`src/verilog/esm_regs.svh`:
```
`ifndef ESM_REGS_SVH
`define ESM_REGS_SVH

// timing
`define ESM_SEC_NS 1000000000
`define ESM_CLK_NS 20
`define ESM_MISS_SECS 3'h5

// rate gate, in Mbit/s
`define ESM_MAX_RATE_MBPS 17'h02710

// frame layout, byte indices without preamble and FCS
`define ESM_FRAME_LEN 7'h3C
`define ESM_HDR_LAST 7'h1A
`define ESM_SA_FIRST 7'h06
`define ESM_SA_LAST 7'h0B
`define ESM_IDX_FLAGS 7'h14
`define ESM_IDX_SSM 7'h1B
`define ESM_FCS_LEN 3'h4

// fixed field values
`define ESM_DA 48'h0180C2000002
`define ESM_ETHERTYPE 16'h8809
`define ESM_SLOW_SUBTYPE 8'h0A
`define ESM_OUI 24'h0019A7
`define ESM_ITU_SUBTYPE 16'h0001
`define ESM_TLV_QL 8'h01
`define ESM_TLV_LEN 16'h0004
`define ESM_VERSION 4'h1
`define ESM_EVENT_BIT 3

`endif

```
`src/verilog/esm_pkg.sv`:
```
`default_nettype none
package esm_pkg;
  `include "esm_regs.svh"

  typedef enum logic [1:0] {
    ESM_EV_DYNAMIC = 2'h0,
    ESM_EV_STATIC_OFF = 2'h1,
    ESM_EV_STATIC_ON = 2'h2
  } esm_event_t;

  typedef enum logic [1:0] {
    ESM_NAME_G781_OPT1 = 2'h0,
    ESM_NAME_G781_OPT2 = 2'h1,
    ESM_NAME_G781_OPT3 = 2'h2,
    ESM_NAME_G8264 = 2'h3
  } esm_naming_t;

  typedef enum logic [1:0] {
    ESM_TX_IDLE = 2'h1,
    ESM_TX_SEND = 2'h2
  } esm_tx_state_t;

  typedef struct packed {
    logic valid;
    logic [7:0] data;
    logic last;
  } esm_byte_t;

  typedef struct packed {
    logic enable;
    logic sync_mode;
    logic [16:0] rate_mbps;
    logic [3:0] ql;
    esm_naming_t quality_level_naming_option;
    logic mac_default;
    logic [47:0] source_mac_address;
    esm_event_t event_policy;
    logic capture;
  } esm_cfg_t;

  typedef struct packed {
    esm_tx_state_t state;
    logic [6:0] idx;
    logic [47:0] sa;
    logic event_flag;
    logic [3:0] ssm;
    esm_byte_t out;
  } esm_tx_st_t;

  typedef struct packed {
    logic en;
    logic sync;
    logic [25:0] sec_cnt;
    logic [2:0] miss;
    logic alarm;
    logic lock;
    logic first_sent;
    logic [6:0] rx_idx;
    logic rx_ok;
    logic [3:0] rx_ssm;
    logic rx_ev;
    logic rx_msg;
    logic [3:0] rx_ql;
    logic rx_event;
    esm_naming_t naming;
    logic cap_frame;
    logic [2:0] cap_fill;
    logic [31:0] cap_pipe;
    esm_byte_t cap;
    logic [15:0] stat;
  } esm_top_st_t;

  // fixed header bytes, shared by the sender and the receive checker
  function automatic logic [7:0] esm_fixed_byte(input logic [6:0] idx);
    logic [215:0] hdr;
    hdr = {`ESM_DA, 48'h000000000000, `ESM_ETHERTYPE, `ESM_SLOW_SUBTYPE,
           `ESM_OUI, `ESM_ITU_SUBTYPE, 8'h00, 24'h000000, `ESM_TLV_QL,
           `ESM_TLV_LEN};
    esm_fixed_byte = 8'h00;
    if (idx <= `ESM_HDR_LAST) begin
      esm_fixed_byte = hdr[8 * int'(`ESM_HDR_LAST - idx) +: 8];
    end
  endfunction

  function automatic logic esm_is_fixed(input logic [6:0] idx);
    esm_is_fixed = (idx <= `ESM_HDR_LAST) && (idx != `ESM_IDX_FLAGS) &&
                   !((idx >= `ESM_SA_FIRST) && (idx <= `ESM_SA_LAST));
  endfunction
endpackage
`default_nettype wire

```
`src/verilog/esm_top.sv`:
```
// Function
// - the function can be enabled only at port rates of 10 Gbps or less
// - when enabled, count received levels and alarm on missing messages
// - monitor mode receives and tracks quality level, never transmits
// - monitor mode never locks timing to the recovered reference
// - synchronous mode sends one message per second with configured level
// - naming option only relabels codes; sent and received codes unchanged
// - transmit configured source mac, or fixed default when default chosen
// - capture records messages with the frame check sequence stripped
`timescale 1ns/1ps
`default_nettype none
`include "esm_regs.svh"
module esm_top #(
  parameter int CYC_PER_SEC = `ESM_SEC_NS / `ESM_CLK_NS,
  // value is arbitrary, locally administered
  parameter logic [47:0] DEFAULT_MAC = 48'h020000000001
) (
  // clock and reset
  input wire logic sys_clk_in,
  input wire logic rst_n_in,
  // configuration
  input wire esm_pkg::esm_cfg_t cfg_in,
  input wire logic [3:0] stat_sel_in,
  // received frames, fcs included, rx_good_in qualifies the last byte
  input wire esm_pkg::esm_byte_t rx_in,
  input wire logic rx_good_in,
  // transmitted messages
  output esm_pkg::esm_byte_t tx_out,
  input wire logic tx_ready_in,
  // capture stream
  output esm_pkg::esm_byte_t cap_out,
  // status
  output logic sync_enabled_out,
  output logic sync_alarm_out,
  output logic lock_to_ref_out,
  output logic rx_msg_out,
  output logic [3:0] rx_ql_out,
  output logic rx_event_out,
  output esm_pkg::esm_naming_t naming_out,
  output logic [15:0] stat_count_out
);
  // the second counter is 26 bits wide, so larger rates cannot be served
  if (CYC_PER_SEC < 2 || CYC_PER_SEC > (1 << 26)) begin : g_cps_check
    $error("CYC_PER_SEC out of range");
  end

  esm_pkg::esm_top_st_t s_q, s_d;
  logic [15:0] stat_mem [16];
  logic tick, tx_start, tx_busy, ev_w, msg_w;
  logic [47:0] mac_w;

  always_comb begin
    s_d = s_q;
    s_d.en = cfg_in.enable &&
             (cfg_in.rate_mbps <= `ESM_MAX_RATE_MBPS);
    s_d.sync = cfg_in.sync_mode;
    s_d.lock = s_d.en && cfg_in.sync_mode;
    s_d.naming = cfg_in.quality_level_naming_option;
    tick = (s_q.sec_cnt == 26'(CYC_PER_SEC - 1));
    s_d.sec_cnt = tick ? 26'h0000000 : s_q.sec_cnt + 26'h0000001;

    // transmit side, only in synchronous mode
    tx_start = tick && s_q.en && s_q.sync && !tx_busy;
    mac_w = cfg_in.mac_default ? DEFAULT_MAC :
            cfg_in.source_mac_address;
    unique case (cfg_in.event_policy)
      esm_pkg::ESM_EV_STATIC_ON: ev_w = 1'b1;
      esm_pkg::ESM_EV_STATIC_OFF: ev_w = 1'b0;
      default: ev_w = !s_q.first_sent;
    endcase
    if (!(s_q.en && s_q.sync)) begin
      s_d.first_sent = 1'b0;
    end else if (tx_start) begin
      s_d.first_sent = 1'b1;
    end

    // receive parser
    msg_w = 1'b0;
    s_d.rx_msg = 1'b0;
    if (rx_in.valid) begin
      if (esm_pkg::esm_is_fixed(s_q.rx_idx) &&
          rx_in.data != esm_pkg::esm_fixed_byte(s_q.rx_idx)) begin
        s_d.rx_ok = 1'b0;
      end
      if (s_q.rx_idx == `ESM_IDX_FLAGS) begin
        s_d.rx_ev = rx_in.data[`ESM_EVENT_BIT];
      end
      if (s_q.rx_idx == `ESM_IDX_SSM) begin
        s_d.rx_ssm = rx_in.data[3:0];
      end
      if (s_q.rx_idx != 7'h7F) begin
        s_d.rx_idx = s_q.rx_idx + 7'h01;
      end
      if (rx_in.last) begin
        msg_w = s_d.rx_ok && rx_good_in && s_q.en &&
                (s_q.rx_idx > `ESM_IDX_SSM);
        s_d.rx_idx = 7'h00;
        s_d.rx_ok = 1'b1;
      end
    end
    if (msg_w) begin
      s_d.rx_msg = 1'b1;
      s_d.rx_ql = s_d.rx_ssm;
      s_d.rx_event = s_d.rx_ev;
    end

    // loss of messages, counted in whole seconds
    if (!s_d.en) begin
      s_d.miss = 3'h0;
      s_d.alarm = 1'b0;
    end else if (msg_w) begin
      s_d.miss = 3'h0;
      s_d.alarm = 1'b0;
    end else if (tick && s_q.miss != `ESM_MISS_SECS) begin
      s_d.miss = s_q.miss + 3'h1;
      s_d.alarm = (s_q.miss + 3'h1 == `ESM_MISS_SECS);
    end

    // capture holds back four bytes so the fcs is never released
    s_d.cap.valid = 1'b0;
    s_d.cap.last = 1'b0;
    if (rx_in.valid) begin
      if (s_q.rx_idx == 7'h00) begin
        s_d.cap_frame = s_q.en && cfg_in.capture;
      end
      s_d.cap_pipe = {s_q.cap_pipe[23:0], rx_in.data};
      if (s_q.cap_fill == `ESM_FCS_LEN) begin
        s_d.cap.valid = s_d.cap_frame;
        s_d.cap.data = s_q.cap_pipe[31:24];
        s_d.cap.last = rx_in.last;
      end else begin
        s_d.cap_fill = s_q.cap_fill + 3'h1;
      end
      if (rx_in.last) begin
        s_d.cap_fill = 3'h0;
      end
    end
    s_d.stat = stat_mem[stat_sel_in];
  end

  always_ff @(posedge sys_clk_in) begin
    if (!rst_n_in) begin
      s_q <= '0;
      s_q.rx_ok <= 1'b1;
    end else begin
      s_q <= s_d;
    end
  end

  // per-code message counters, saturating so a long run never wraps
  always_ff @(posedge sys_clk_in) begin
    if (!rst_n_in) begin
      for (int i = 0; i < 16; i++) begin
        stat_mem[i] <= 16'h0000;
      end
    end else if (msg_w && stat_mem[s_d.rx_ssm] != 16'hFFFF) begin
      stat_mem[s_d.rx_ssm] <= stat_mem[s_d.rx_ssm] + 16'h0001;
    end
  end

  esm_tx u_tx (
    .sys_clk_in(sys_clk_in),
    .rst_n_in(rst_n_in),
    .start_in(tx_start),
    .sa_in(mac_w),
    .event_in(ev_w),
    .ql_in(cfg_in.ql),
    .busy_out(tx_busy),
    .tx_out(tx_out),
    .tx_ready_in(tx_ready_in)
  );

  assign cap_out = s_q.cap;
  assign sync_enabled_out = s_q.en;
  assign sync_alarm_out = s_q.alarm;
  assign lock_to_ref_out = s_q.lock;
  assign rx_msg_out = s_q.rx_msg;
  assign rx_ql_out = s_q.rx_ql;
  assign rx_event_out = s_q.rx_event;
  assign naming_out = s_q.naming;
  assign stat_count_out = s_q.stat;
endmodule // esm_top
`default_nettype wire

```
`src/verilog/esm_tx.sv`:
```
`timescale 1ns/1ps
`default_nettype none
`include "esm_regs.svh"
module esm_tx (
  // clock and reset
  input wire logic sys_clk_in,
  input wire logic rst_n_in,
  // message request
  input wire logic start_in,
  input wire logic [47:0] sa_in,
  input wire logic event_in,
  input wire logic [3:0] ql_in,
  output logic busy_out,
  // byte stream to the mac, fcs appended downstream
  output esm_pkg::esm_byte_t tx_out,
  input wire logic tx_ready_in
);
  esm_pkg::esm_tx_st_t s_q, s_d;
  logic take;
  logic [7:0] byte_w;

  always_comb begin
    s_d = s_q;
    take = !s_q.out.valid || tx_ready_in;
    byte_w = esm_pkg::esm_fixed_byte(s_q.idx);
    if (!esm_pkg::esm_is_fixed(s_q.idx)) begin
      if (s_q.idx >= `ESM_SA_FIRST && s_q.idx <= `ESM_SA_LAST) begin
        byte_w = s_q.sa[8 * int'(`ESM_SA_LAST - s_q.idx) +: 8];
      end else if (s_q.idx == `ESM_IDX_FLAGS) begin
        byte_w = 8'h00;
        byte_w[7:4] = `ESM_VERSION;
        byte_w[`ESM_EVENT_BIT] = s_q.event_flag;
      end else if (s_q.idx == `ESM_IDX_SSM) begin
        byte_w = {4'h0, s_q.ssm};
      end else begin
        byte_w = 8'h00;
      end
    end
    if (tx_ready_in) begin
      s_d.out.valid = 1'b0;
    end
    unique case (s_q.state)
      esm_pkg::ESM_TX_IDLE: begin
        if (start_in && !s_q.out.valid) begin
          s_d.state = esm_pkg::ESM_TX_SEND;
          s_d.idx = 7'h00;
          s_d.sa = sa_in;
          s_d.event_flag = event_in;
          s_d.ssm = ql_in;
        end
      end
      esm_pkg::ESM_TX_SEND: begin
        if (take) begin
          s_d.out.valid = 1'b1;
          s_d.out.data = byte_w;
          s_d.out.last = (s_q.idx == `ESM_FRAME_LEN - 7'h01);
          s_d.idx = s_q.idx + 7'h01;
          if (s_q.idx == `ESM_FRAME_LEN - 7'h01) begin
            s_d.state = esm_pkg::ESM_TX_IDLE;
          end
        end
      end
      default: s_d.state = esm_pkg::ESM_TX_IDLE;
    endcase
  end

  always_ff @(posedge sys_clk_in) begin
    if (!rst_n_in) begin
      s_q <= '0;
      s_q.state <= esm_pkg::ESM_TX_IDLE;
    end else begin
      s_q <= s_d;
    end
  end

  assign busy_out = (s_q.state != esm_pkg::ESM_TX_IDLE) || s_q.out.valid;
  assign tx_out = s_q.out;
endmodule // esm_tx
`default_nettype wire

```
`config.mk`:
```
export PLATFORM = sky130hd
export DESIGN_NAME = esm_top
export DESIGN_NICKNAME = d
export VERILOG_FILES = /design/src/verilog/esm_pkg.sv /design/src/verilog/esm_top.sv /design/src/verilog/esm_tx.sv
export VERILOG_INCLUDE_DIRS = /design/src /design/src/verilog
export SDC_FILE = /design/constraint.sdc
export NUM_CORES = 1
export LEC_CHECK = 0
export BUFFER_PORTS_ARGS = -buffer_cell sky130_fd_sc_hd__clkbuf_2
export CORE_MARGIN = 1.5
export CORE_UTILIZATION = 43
export DETAILED_ROUTE_END_ITERATION = 8
export HOLD_SLACK_MARGIN = 0.08
export PLACE_DENSITY = 0.57
export SETUP_SLACK_MARGIN = 0.02
export SLEW_MARGIN = 0
export SYNTH_ARGS = -nofsm -noshare
export SYNTH_HDL_FRONTEND = slang
export SYNTH_SLANG_ARGS = --single-unit
```
`constraint.sdc`:
```
create_clock -name sys_clk_in -period 5.7 [get_ports sys_clk_in]
set_input_delay 0 -clock sys_clk_in [delete_from_list [all_inputs] [get_ports sys_clk_in]]
set_output_delay 0 -clock sys_clk_in [all_outputs]
set_load 0.03 [all_outputs]
```
# --- Word-level counts from Yosys, hierarchy flattened ---
# Memories as Yosys holds them, arrays and structs flattened. A register that Yosys moved wholly into a read port is not among the register bits.
# Cells that the tools add are included.
totals:
  word_cells: 155
  n_memories: 1
  input_bits: 95
  ram_bits: 256
  regBits: 173
  output_inout_bits: 47
op_classes:
  n_eq_ne: 23
  n_shift: 3
  magnitude_cmp: 8
  n_reduce_logical: 43
  n_mux: 37
  addsub: 9
  bitwise_logic: 2
mem_list:
  columns: ["memory", "words", "word_bits", "rd", "rd_clocked_by_memory_dff", "write_ports", "line", "source"]
  rows:
  - ["stat_mem", 16, 16, 2, 1, 16, "esm_top.sv:48", "logic [15:0] stat_mem [16];"]
op_table:
  columns: ["op", "n"]
  rows:
  - ["indexed part select 216 x 11 -> 8 bit (first input constant)", 1]
  - ["indexed part select 216 x 32 -> 8 bit (first input constant)", 1]
  - ["two-way mux 62 bit", 1]
  - ["two-way mux 8 bit", 7]
  - ["two-way mux 48 bit", 1]
  - ["indexed part select 48 x 32 -> 8 bit", 1]
  - ["== test 7 x 5 -> 1 bit (second input constant)", 4]
  - ["adder 26 x 1 -> 26 bit (second input constant)", 1]
  - ["== test 26 bit (second input constant)", 1]
  - ["logical AND 1 bit", 20]
  - ["two-way mux 10 bit", 2]
  - ["<= comparator 17 x 14 -> 1 bit (second input constant)", 1]
  - ["adder 16 x 1 -> 16 bit (second input constant)", 1]
  - ["two-way mux 16 bit", 1]
  - ["inequality test 16 bit (second input constant)", 1]
  - ["OR reduction 16 bit", 1]
  - ["subtractor 5 x 7 -> 8 bit (first input constant)", 2]
  - ["adder 7 x 1 -> 7 bit (second input constant)", 2]
  - ["greater-or-equal comparator 7 x 3 -> 1 bit (second input constant)", 2]
  - ["<= comparator 7 x 4 -> 1 bit (second input constant)", 2]
  - ["<= comparator 7 x 5 -> 1 bit (second input constant)", 2]
  - ["inequality test 7 x 5 -> 1 bit (second input constant)", 2]
  - ["case mux 7 bit (2 select lines)", 1]
  - ["two-way mux 1 bit", 12]
  - ["30 further kinds", 55]

# --- Depth between registers and ports, before layout ---
# Gate-level depths: netlist of run 1.
logic_depth:
  depth_word: 19
  ltp_mapped: 20
  ltp_nobuf: 13

# --- Modules after synthesis ---
# From an unflattened synthesis of run 1, not the netlist that was laid out.
unflattened:
  cells_unflattened: 2399
  area_unflattened_um2: 26162.6
modules_own_cells:
  columns: ["module", "cells_each", "instances", "area_per_inst_um2", "seq_area_each_um2"]
  rows:
  - ["esm_top", 1929, 1, 22308.9, 10029.6]
  - ["esm_tx", 470, 1, 3853.7, 1441.4]

# --- Least setup slack after synthesis of run 1 ---
# OpenSTA, ideal clock, no wires.
synth_path:
  kind: "register -> register"
  from: "register s_q[77] (netlist name)"
  to: "memory stat_mem[13][0], enable pin"
  synth_period_minus_slack_ns: 4.740
  setup_ns: 0.372
  slack_ns: 0.960
  t_required_ns: 5.328
  path_buffers: 6
  arrival_ns: 4.368
  path_stages_with_launch: 20
  path_cell_list: "dfxtp_1 > ha_1 > nand3b_1 > buf_2 > o211a_1 > or2_1 > buf_4 > a221o_1 > a21oi_1 > nand2_1 > clkbuf_1 > ha_1 > nor2b_1 > and3_1 > buf_2 > nand4_4 > buf_12 > nand4_4 > buf_6 > nand2_1"
synth_lines:
  columns: ["item", "line", "source"]
  rows:
  - ["from (decl)", "esm_top.sv:47", "esm_pkg::esm_top_st_t s_q, s_d;"]
  - ["to (decl)", "esm_top.sv:48", null]

==> results of run 1 <==
## critical path: cells and delay by family, from the launching register on
family | cells | cell delay (ps)
simple gates | 8 | 2440
fa+ha+maj | 2 | 630
compound gates | 3 | 740
buf+inv | 1 | 380
flops | 1 | 710
## power breakdown
group | internal, mW | switching [mW]
clock network | 1.96 | 1.35
logic | 0.312 | 0.384
registers | 3.51 | 0.101
## what timing repair did
| item | CTS | global route |
|---|---|---|
| setup endpoints to repair | 0 | 16 |
| resized for setup | 0 | 1 |
| hold endpoints to repair | 82 | 0 |
| hold buffers | 70 | 0 |
| setup buffers | 0 | 0 |
## stage by stage
stage                     power, mW  setup slack (ps)  cells  instance area, µm²
after detailed placement       4.33               381   2919               25700
final                          7.62               385   3082               28100
after CTS                      7.68               362   3081               28100
after global routing           7.84              56.0   3081               28100
after global placement         4.32               549   2919               25700
after floorplan                4.06               960   2167               24700
## how the worst max path moves through the flow
| stage | startpoint | to | slack, ps |
|---|---|---|---|
| finish | s_q[77] | stat_mem[2][11] | 390 |
| CTS | s_q[77] | stat_mem[5][5] | 360 |
| global placement | s_q[77] | stat_mem[5][10] | 550 |
| global route | s_q[77] | stat_mem[13][15] | 60 |
| detailed placement | s_q[77] | stat_mem[5][10] | 380 |
| floorplan | s_q[77] | stat_mem[13][0] | 960 |
## layout by cell type, fill, tap and decap left out, types with 58 or more instances in the layout
cell type / n
buf_4: 70
mux4_2: 193
clkbuf_2: 138
edfxtp_1: 256
dfxtp_1: 187
dlygate4sd3_1: 70
o21ai_0: 58
nor2_1: 362
mux2i_1: 79
nand2_1: 163
a21oi_1: 115
## kinds of logic after synthesis
kind of cell             after synthesis  share of synthesized area (%)
AO/OA/AOI/OAI                        290                           7.32
XOR/XNOR                              64                           2.45
adder cells (fa/ha/maj)               20                           1.01
buffers and inverters                242                           5.20
flip-flops                           445                           46.5
multiplexers                         277                           21.0
AND/OR/NAND/NOR                      829                           16.5
## registers in the layout (all words and copies together) (netlist names)
name	cells
cap_out	10
lock_to_ref_out	1
naming_out	2
rx_event_out	1
rx_msg_out	1
rx_ql_out	4
s_q	80
stat_count_out	16
stat_mem	256
sync_alarm_out	1
sync_enabled_out	1
u_tx.s_q	62
u_tx.tx_out	10
## per-layer routing
metal  global-route usage [%]  routed length (µm)  share of wire [%]
met2                     44.1               37800                 49
met5                        0                   0                  0
met1                     32.6               29700                 39
met4                     12.7                4080                5.3
met3                     2.95                5060                6.6
## area by class of cell
type / count / area [µm²] / area share [%]
clock buffer: 74 / 1470 / 5.21
multi-input combinational: 1480 / 12000 / 42.5
timing repair buffer: 280 / 1940 / 6.91
tap: 756 / 946 / 3.36
sequential: 445 / 11500 / 40.8
clock inverter: 18 / 223 / 0.792
antenna: 1 / 2.50 / 0.00890
inverter: 28 / 108 / 0.383
==> impl_metrics.env, run 1 <==
export IMPL_seq_area_frac_synth_pct=46.5
export IMPL_outcome="complete, no violations"
export IMPL_syn_nets=2282
export IMPL_drv_cap=0
export IMPL_arrival_ps=5530
export IMPL_cts_root_buf="clkbuf_16"
export IMPL_grt_pass1_vias=18000
export IMPL_routed_via_density=5.98
export IMPL_cp_start_kind="flop"
export IMPL_fillers=5057
export IMPL_synth_main_ff_cell="edfxtp_1"
export IMPL_cp_cell_sequence="ha_1 -> and3b_1 -> a21oi_1 -> or2_2 -> a221o_1 -> a21oi_1 -> nand2_1 -> ha_1 -> nor2b_1 -> and3_1 -> nand4_4 -> buf_4 -> nand3_4 -> nand2_1"
export IMPL_hold_end="naming_out[0]"
export IMPL_synth_edff_count=256
export IMPL_path_class="reg2reg"
export IMPL_antenna_found_initial=1
export IMPL_min_period_ps=5310
export IMPL_syn_avg_cell_area_um2=11.4
export IMPL_yosysUniqueCellTypes=96
export IMPL_synthTopCellsByCount="nor2_1 (363), edfxtp_1 (256), mux4_2 (193)"
export IMPL_port_buffers=141
export IMPL_grt_total_usage_pct=25.8
export IMPL_drc_errors=0
export IMPL_rsz0062_at_grt="no"
export IMPL_grt_overflow=0
export IMPL_ios=142
export IMPL_initial_core_util_pct=43.6
export IMPL_gp_congestion=1.03
export IMPL_fin_util_pct=49.7
export IMPL_path_max_fanout=17
export IMPL_rrSetupSlack_ps=390
export IMPL_p_per_area_nw_per_um2=271
export IMPL_drtIter0Drc=1675
export IMPL_dieArea_um2=58900
export IMPL_nets=2400
export IMPL_leakagePower_nw=9.82
export IMPL_vias=18400
export IMPL_irDropWorstVdd_mv=0.245
export IMPL_core_area_um2=56600
export IMPL_dr_pass1_iters=5
export IMPL_synth_cells=2167
export IMPL_drive_gt1_share_pct=24.1
export IMPL_timing_setup_tns_ps=0
export IMPL_clock_fmax_ghz=0.188
export IMPL_rows=87
export IMPL_clkTransAtPathRegs_ps=60
export IMPL_hold_depth=3
export IMPL_critical_path_endpoint_type="flop"
export IMPL_clock_latency_ps=610
export IMPL_hold_viol=0
export IMPL_max_slew_margin_rel_pct=19.6
export IMPL_clockBufferDepth=3
export IMPL_route_detailed_wl_per_inst_um=24.9
export IMPL_yosys_warnings=0
export IMPL_routed_wl_um=76700
export IMPL_worstHoldStart="cfg_in[52]"
export IMPL_dp_hpwl_um=54600
export IMPL_synthTopCellsByArea="edfxtp_1 (31%), mux4_2 (18%), dfxtp_1 (15%), nor2_1 (5.5%), mux2i_1 (3.2%)"
export IMPL_ant_nets=0
export IMPL_worst_hold_slack_ps=151
export IMPL_r2r_cells=14
export IMPL_cp_slowest_cell="dfxtp_1"
export IMPL_cts_tree="done"
export IMPL_grt_max_degree=72
export IMPL_maxSlewViolCount=0
export IMPL_die_w_um=243
export IMPL_yosysTopAreaCell="edfxtp_1"
export IMPL_yosysMostFrequentCell="nor2_1"
export IMPL_netlist_area_um2=24700
export IMPL_clock_skew_ps=23.0
export IMPL_synth_top_cell_area_share_pct=31.1
export IMPL_cts_buffers=50
export IMPL_slowest_delay_ps=710
export IMPL_worstMarginPinSlew_ps=1200
export IMPL_clock_sinks=445
export IMPL_grt_pass1_wl_um=115000
export IMPL_crit_required_ps=5920
export IMPL_ys_seq_elements=445
export IMPL_fin_crit_sh_pct=93.2
export IMPL_area_growth_synth_to_final_pct=13.9
export IMPL_reg2reg_to="stat_mem[2][11]"
export IMPL_die_y_um=243
export IMPL_cts_max_level=2
export IMPL_async_flop_share_pct=0
export IMPL_r2r_start="s_q[77]"
export IMPL_hold_class="in2reg"
export IMPL_setup_viol=0
(Power assumes the default switching activity.)
==> run 2, diff against run 1 <==
--- a/config.mk
+++ b/config.mk
@@ -6,6 +6,7 @@
 export SDC_FILE = /design/constraint.sdc
 export NUM_CORES = 1
 export LEC_CHECK = 0
+export ABC_AREA = 1
 export BUFFER_PORTS_ARGS = -buffer_cell sky130_fd_sc_hd__clkbuf_2
 export CORE_MARGIN = 1.5
 export CORE_UTILIZATION = 43
==> run 2 against run 1 <==
  * Combinational power down 19%
  * First-iteration DRC count increased by 33%
  * Largest cell class is now registers
  * Non-clock buffer count fell by 12
  * Worst hold slack got worse by 74 ps
  * Clock power barely moved
  * Sequential power is 2% lower
  * Setup slack improved by 340 ps
  * Wire length shrank 2.5%
  * Count of clock-buffer cells in the layout shrank 11
==> impl_metrics.env, run 2 <==
export IMPL_outcome="complete, no violations"
export IMPL_worstMarginPinSlew_ps=1170
export IMPL_grt_max_degree=109
export IMPL_yosysUniqueCellTypes=52
export IMPL_netlist_area_um2=24000
export IMPL_irDropWorstVdd_mv=0.231
export IMPL_r2r_start="s_q[76]"
export IMPL_cp_slowest_cell="buf_4"
export IMPL_yosys_warnings=0
export IMPL_synth_cells=3099
export IMPL_clkTransAtPathRegs_ps=60
export IMPL_synth_top_cell_area_share_pct=32.0
export IMPL_ios=142
export IMPL_cpMostUsedCell="nand2_1"
export IMPL_synth_main_ff_cell="edfxtp_1"
export IMPL_largest_register_ffs=256
export IMPL_grt_total_usage_pct=26.1
export IMPL_area_growth_synth_to_final_pct=13.9
export IMPL_grt_pass1_wl_um=117000
export IMPL_seqPwrFrac_pct=47.6
export IMPL_path_max_fanout=90
export IMPL_largest_register="stat_mem"
export IMPL_gp_congestion=0.949
export IMPL_drtIter0Drc=2230
export IMPL_largestRegisters="stat_mem (256), s_q (80), u_tx.s_q (62)"
export IMPL_r2r_cells=19
export IMPL_route_detailed_wl_per_inst_um=18.8
export IMPL_min_period_ps=4980
export IMPL_clock_skew_ps=14.9
export IMPL_core_area_um2=55200
export IMPL_ys_seq_elements=445
export IMPL_ant_nets=0
export IMPL_hold_depth=5
export IMPL_leakagePower_nw=11.2
export IMPL_async_flop_share_pct=0
export IMPL_clock_fmax_ghz=0.201
export IMPL_rows=86
export IMPL_antenna_cells=0
export IMPL_rsz0062_at_grt="no"
export IMPL_cts_root_buf="clkbuf_16"
export IMPL_cp_start_kind="flop"
export IMPL_hold_end="rx_msg_out"
export IMPL_cp_cell_sequence="ha_1 -> nand3_2 -> nor2_4 -> nand2_4 -> nand2_4 -> buf_4 -> nand3b_1 -> nand2_1 -> nand2_1 -> nand2_1 -> nand2_1 -> nand2_1 -> nor2_2 -> ha_1 -> nand3_4 -> nor2_4 -> nand2_8 -> nand4_4 -> nand2_1"
export IMPL_dp_cells=3795
export IMPL_port_buffers=141
export IMPL_cts_tree="done"
export IMPL_hold_viol=0
export IMPL_combPwrFrac_pct=7.6
export IMPL_p_total_mw=7.43
export IMPL_clock_sinks=445
export IMPL_cts_setup_buffers=0
export IMPL_grt_pass1_vias=20500
export IMPL_vias=21600
export IMPL_initial_core_util_pct=43.6
export IMPL_synthTopCellsByArea="edfxtp_1 (32%), dfxtp_1 (16%), nand2_1 (12%), nor2_1 (7.9%), o21ai_0 (4.9%)"
export IMPL_syn_nets=3214
export IMPL_mostFrequentLayoutCell="nand2_1"
export IMPL_synthTopCellsByCount="nand2_1 (740), nor2_1 (503), edfxtp_1 (256)"
export IMPL_nets=3296
export IMPL_p_int_mw=5.62
export IMPL_drc_errors=0
export IMPL_fillers=5353
export IMPL_setup_viol=0
export IMPL_die_y_um=239
export IMPL_arrival_ps=5200
export IMPL_dp_hpwl_um=49100
export IMPL_critical_path_endpoint_type="flop"
export IMPL_antenna_found_initial=0
export IMPL_hold_buffers=81
export IMPL_cts_resized=0
export IMPL_slowest_delay_ps=840
export IMPL_synth_edff_count=256
export IMPL_drive_gt1_share_pct=10.9
export IMPL_path_class="reg2reg"
export IMPL_switching_share_pct=24.4
export IMPL_hold_class="in2reg"
export IMPL_rrSetupSlack_ps=720
export IMPL_clock_latency_ps=590
export IMPL_syn_avg_cell_area_um2=7.76
export IMPL_maxSlewViolCount=0
export IMPL_cts_max_level=2
export IMPL_grt_overflow=0
export IMPL_drv_cap=0
export IMPL_die_w_um=239
export IMPL_max_slew_margin_rel_pct=21.9
export IMPL_worstHoldStart="rx_good_in"
export IMPL_mostFrequentLayoutCells="nand2_1 (740), nor2_1 (503), edfxtp_1 (256)"
export IMPL_worst_path_buf_inv=1
export IMPL_dieArea_um2=57400
export IMPL_cts_buffers=51
export IMPL_fin_cells=3969
export IMPL_crit_required_ps=5920
export IMPL_p_per_area_nw_per_um2=271
export IMPL_routed_via_density=5.45
export IMPL_power_switching_mw=1.81
export IMPL_dr_pass1_iters=8
export IMPL_yosysMostFrequentCell="nand2_1"
export IMPL_seq_area_frac_synth_pct=47.7
export IMPL_yosysTopAreaCell="edfxtp_1"
export IMPL_power_frac_clock_pct=44.8
export IMPL_reg2reg_to="stat_mem[5][9]"
export IMPL_fin_crit_sh_pct=87.3
export IMPL_timing_setup_tns_ps=0
export IMPL_routed_wl_um=74800
export IMPL_cp_top_family="simple AND/OR/NAND/NOR gates"
export IMPL_clockBufferDepth=3
==> run 2: changes by cell type after synthesis, sizes merged, moves of 37 or more <==
cell	change
nand3	+120
nand3b	-45
o21ai	+197
o211ai	+37
nand2	+586
inv	+204
clkbuf	+52
a21oi	+72
a211oi	+43
mux2i	-79
mux4	-193
nor2	+150
==> run 2: power groups by stage <==
stage                     clock network [mW]  registers (mW)  logic (mW)
after floorplan                            0            3.58       0.338
after global placement                     0            3.61       0.504
after detailed placement                   0            3.61       0.508
after CTS                               3.38            3.54       0.553
after global routing                    3.52            3.55       0.613
final                                   3.33            3.54       0.562
==> run 2: worst max-delay path by stage <==
stage	from	to	slack, ps	cells after the start
final	s_q[76]	stat_mem[5][9]	720	19
after global routing	s_q[76]	stat_mem[5][14]	300	19
after CTS	s_q[76]	stat_mem[5][9]	760	19
after detailed placement	s_q[76]	stat_mem[5][10]	790	19
after global placement	s_q[76]	stat_mem[5][12]	820	19
after floorplan	s_q[77]	stat_mem[5][0]	1590	24
==> run 2: layer usage <==
layer | wire length (µm) | track usage (%) | up-vias | share of wire, %
met2 | 34000 | 41.6 | 838 | 45
met3 | 5700 | 4.46 | 137 | 7.6
met1 | 33400 | 36.5 | 10200 | 45
li1 | - | - | 10400 | -
met5 | 0 | 0 | - | 0
met4 | 1730 | 7.19 | 0 | 2.3
==> run 2: logic make-up (layout without fill, tap and decap cells) <==
kind of cell / Yosys count / after routing / synth area share (%)
fa+ha+maj: 20 / 20 / 1.04
buf+inv: 469 / 591 / 8.73
compound gates: 603 / 603 / 14.3
xor+xnor: 18 / 18 / 0.780
simple gates: 1543 / 1543 / 27.4
mux: 1 / 1 / 0.0468
flops: 445 / 445 / 47.7
==> run 2: final cells by class <==
cell class	instances	area, µm²	area share, %
multi-input combinational	2185	10500	38.4
inverter	230	867	3.17
tap	748	936	3.42
clock inverter	30	270	0.987
sequential	445	11500	41.9
clock buffer	63	1430	5.20
timing repair buffer	268	1900	6.95
==> run 2: worst reg2reg max path, delay by kind of cell, from the launching register on <==
family | cells | cell delay [ps]
fa+ha+maj | 2 | 530
flops | 1 | 500
buf+inv | 1 | 840
simple gates | 16 | 2720
==> run 2: metrics by stage <==
| stage | util (%) | area (µm²) | setup slack (ps) | hold slack, ps |
|---|---|---|---|---|
| after floorplan | - | 24000 | 1590 | 97.6 |
| after global placement | 45.1 | 24900 | 820 | 184 |
| after detailed placement | 45.1 | 24900 | 793 | 198 |
| after CTS | 49.6 | 27400 | 764 | 85.9 |
| after global routing | 49.6 | 27400 | 299 | 120 |
| final | 49.6 | 27400 | 722 | 77.3 |
==> run 3, diff against run 2 <==
--- a/config.mk
+++ b/config.mk
@@ -17,4 +17,5 @@
 export SLEW_MARGIN = 0
 export SYNTH_ARGS = -nofsm -noshare
 export SYNTH_HDL_FRONTEND = slang
+export SYNTH_HIERARCHICAL = 1
 export SYNTH_SLANG_ARGS = --single-unit
==> run 3 against run 2 <==
  * Clock skew increased by 10 ps
  * Register-to-register slack gained 99 ps
  * Area after synthesis increased by 2.1%
  * Count of clock-buffer cells in the layout up 9
  * Largest cell class unchanged
  * Via count is 5.4% higher
  * Critical endpoint is now stat_mem[6][12]
  * Design area is 2.4% higher
  * Utilization grew 0.13 points
==> impl_metrics.env, run 3 <==
export IMPL_outcome="complete, no violations"
export IMPL_initial_core_util_pct=43.6
export IMPL_grt_max_degree=98
export IMPL_power_frac_clock_pct=45.4
export IMPL_p_int_mw=5.73
export IMPL_path_max_fanout=59
export IMPL_synth_main_ff_cell="edfxtp_1"
export IMPL_slowest_delay_ps=740
export IMPL_yosysMostFrequentCell="nand2_1"
export IMPL_rsz0062_at_grt="no"
export IMPL_yosysTopAreaCell="edfxtp_1"
export IMPL_hold_class="in2reg"
export IMPL_seqPwrFrac_pct=46.6
export IMPL_clock_sinks=445
export IMPL_cp_slowest_cell="buf_4"
export IMPL_cts_tree="done"
export IMPL_yosysUniqueCellTypes=48
export IMPL_crit_required_ps=5800
export IMPL_grt_total_usage_pct=27.4
export IMPL_core_area_um2=56400
export IMPL_fillers=5592
export IMPL_cts_buffers=51
export IMPL_antenna_cells=0
export IMPL_cts_resized=0
export IMPL_area_growth_synth_to_final_pct=14.2
export IMPL_mostFrequentLayoutCell="nand2_1"
export IMPL_fin_cells=4166
export IMPL_ant_nets=0
export IMPL_gp_congestion=0.940
export IMPL_combPwrFrac_pct=8.0
export IMPL_arrival_ps=4980
export IMPL_die_y_um=242
export IMPL_leakagePower_nw=12.0
export IMPL_cpMostUsedCell="nand2_1"
export IMPL_drive_gt1_share_pct=10.5
export IMPL_clock_latency_ps=610
export IMPL_grt_pass1_wl_um=126000
export IMPL_ys_seq_elements=445
export IMPL_syn_nets=3389
export IMPL_synth_edff_count=256
export IMPL_switching_share_pct=24.5
export IMPL_dp_cells=3985
export IMPL_drc_errors=0
export IMPL_setup_viol=0
export IMPL_port_buffers=141
export IMPL_routed_via_density=5.47
export IMPL_vias=22800
export IMPL_max_slew_margin_rel_pct=26.1
export IMPL_cts_max_level=2
export IMPL_drtIter0Drc=2341
export IMPL_power_switching_mw=1.86
export IMPL_seq_area_frac_synth_pct=46.7
export IMPL_hold_viol=0
export IMPL_synth_cells=3276
export IMPL_syn_avg_cell_area_um2=7.50
export IMPL_dr_pass1_iters=6
export IMPL_clkTransAtPathRegs_ps=60
export IMPL_routed_wl_um=82000
export IMPL_synth_top_cell_area_share_pct=31.3
export IMPL_worstMarginPinSlew_ps=1110
export IMPL_fin_crit_sh_pct=85.6
export IMPL_register_area_um2=11500
export IMPL_yosys_warnings=6
export IMPL_clockBufferDepth=3
export IMPL_min_period_ps=4880
export IMPL_dieArea_um2=58600
export IMPL_synthTopCellsByCount="nand2_1 (784), nor2_1 (665), o21ai_0 (276)"
export IMPL_synthTopCellsByArea="edfxtp_1 (31%), dfxtp_1 (15%), nand2_1 (12%), nor2_1 (10%), o21ai_0 (5.6%)"
export IMPL_dp_hpwl_um=53800
export IMPL_maxSlewViolCount=0
export IMPL_critical_path_endpoint_type="flop"
export IMPL_largest_register_ffs=256
export IMPL_die_w_um=242
export IMPL_grt_overflow=0
export IMPL_rows=87
export IMPL_path_class="reg2reg"
export IMPL_largest_register="stat_mem"
export IMPL_ios=142
export IMPL_irDropWorstVdd_mv=0.200
export IMPL_netlist_area_um2=24600
export IMPL_clock_fmax_ghz=0.205
export IMPL_mostFrequentLayoutCells="nand2_1 (784), nor2_1 (665), o21ai_0 (276)"
export IMPL_clock_skew_ps=25.3
export IMPL_route_detailed_wl_per_inst_um=19.7
export IMPL_async_flop_share_pct=0
export IMPL_grt_pass1_vias=21600
export IMPL_multi_input_area_um2=10900
export IMPL_p_per_area_nw_per_um2=270
export IMPL_drv_cap=0
export IMPL_cts_root_buf="clkbuf_16"
export IMPL_cp_start_kind="flop"
export IMPL_largestRegisters="stat_mem (256), s_q (80), u_tx/s_q (62)"
export IMPL_cp_cell_sequence="ha_1 -> nand3_2 -> nor2_4 -> nand3_4 -> buf_4 -> buf_4 -> nand3_1 -> nand2_1 -> nand2_1 -> nand2_1 -> nand2_1 -> nand2_1 -> nor2_1 -> nor2_1 -> nand2_1 -> nor2_2 -> nand2_8 -> nand4_2 -> nand2_1"
export IMPL_antenna_found_initial=0
export IMPL_nets=3481
export IMPL_timing_setup_tns_ps=0
==> run 3: cell types whose count changed after synthesis, moves of 9 or more <==
cell | previous run | this run
a211oi_1 | 55 | 5
nor2_2 | 22 | 13
nand2_1 | 740 | 784
o21ai_0 | 236 | 276
nand4_1 | 18 | 37
nor2_1 | 503 | 665
clkbuf_1 | 125 | 111
a21oi_1 | 190 | 143
inv_1 | 216 | 235
nand3_1 | 177 | 192
buf_4 | 53 | 62
==> run 3: timing repair <==
| action | 4_1_cts | 5_1_grt |
|---|---|---|
| buffers inserted | 0 | 0 |
| endpoints found under the hold margin | 119 | 0 |
| hold buffers | 86 | 0 |
==> run 3: power groups by stage <==
stage	Clock (mW)	Combinational, mW	Sequential, mW
finish	3.44	0.606	3.54
floorplan	0	0.358	3.58
CTS	3.50	0.598	3.53
global placement	0	0.548	3.60
global route	3.63	0.658	3.54
detailed placement	0	0.552	3.60
==> run 3: layer usage <==
metal / global-route usage [%] / up-vias / wire length (µm)
met5: 0 / - / 0
met4: 9.78 / 0 / 2870
met3: 4.72 / 149 / 6830
met2: 43.4 / 989 / 37000
met1: 37.7 / 10800 / 35300
li1: - / 10900 / -
==> run 3: final cells by class <==
type	count	share of cell area (%)
Sequential cell	445	40.9
Multi-Input combinational cell	2338	38.7
Timing Repair Buffer	282	7.39
Clock buffer	72	5.34
Tap cell	756	3.37
Inverter	250	3.36
Clock inverter	23	0.924
==> run 3: final timing paths <==
check	depth (start not counted)	end	slack (ps)	startpoint
worst min-delay path	4	naming_out[0]	140	cfg_in[52]
worst max register to register	19	stat_mem[6][12]	820	s_q[76]
worst max-delay path	19	stat_mem[6][12]	820	s_q[76]
worst min register to register	2	u_tx/s_q[33]	450	u_tx/s_q[33]
==> run 3: stage by stage <==
step | cell area (µm²) | hold slack [ps] | setup WS (ps) | total power, mW | util, %
finish | 28000 | 141 | 820 | 7.58 | 49.7
global route | 28000 | 170 | 518 | 7.83 | 49.7
CTS | 28000 | 101 | 863 | 7.63 | 49.7
detailed placement | 25400 | 188 | 906 | 4.15 | 45.1
global placement | 25400 | 180 | 920 | 4.15 | 45.1
floorplan | 24600 | 97.6 | 1650 | 3.94 | -
==> run 3: logic make-up after synthesis <==
logic type	count (synthesis)	share of synthesized area, %
compound gates	529	11.9
buf+inv	493	9.17
flops	445	46.7
fa+ha+maj	18	0.917
xor+xnor	15	0.673
simple gates	1776	30.7
==> run 3: worst max-delay path, delay by kind of cell, from the launching register on <==
kind,cells,cell delay (ps)
flops,1,420
simple gates,16,2430
buf+inv,2,1140
fa+ha+maj,1,310
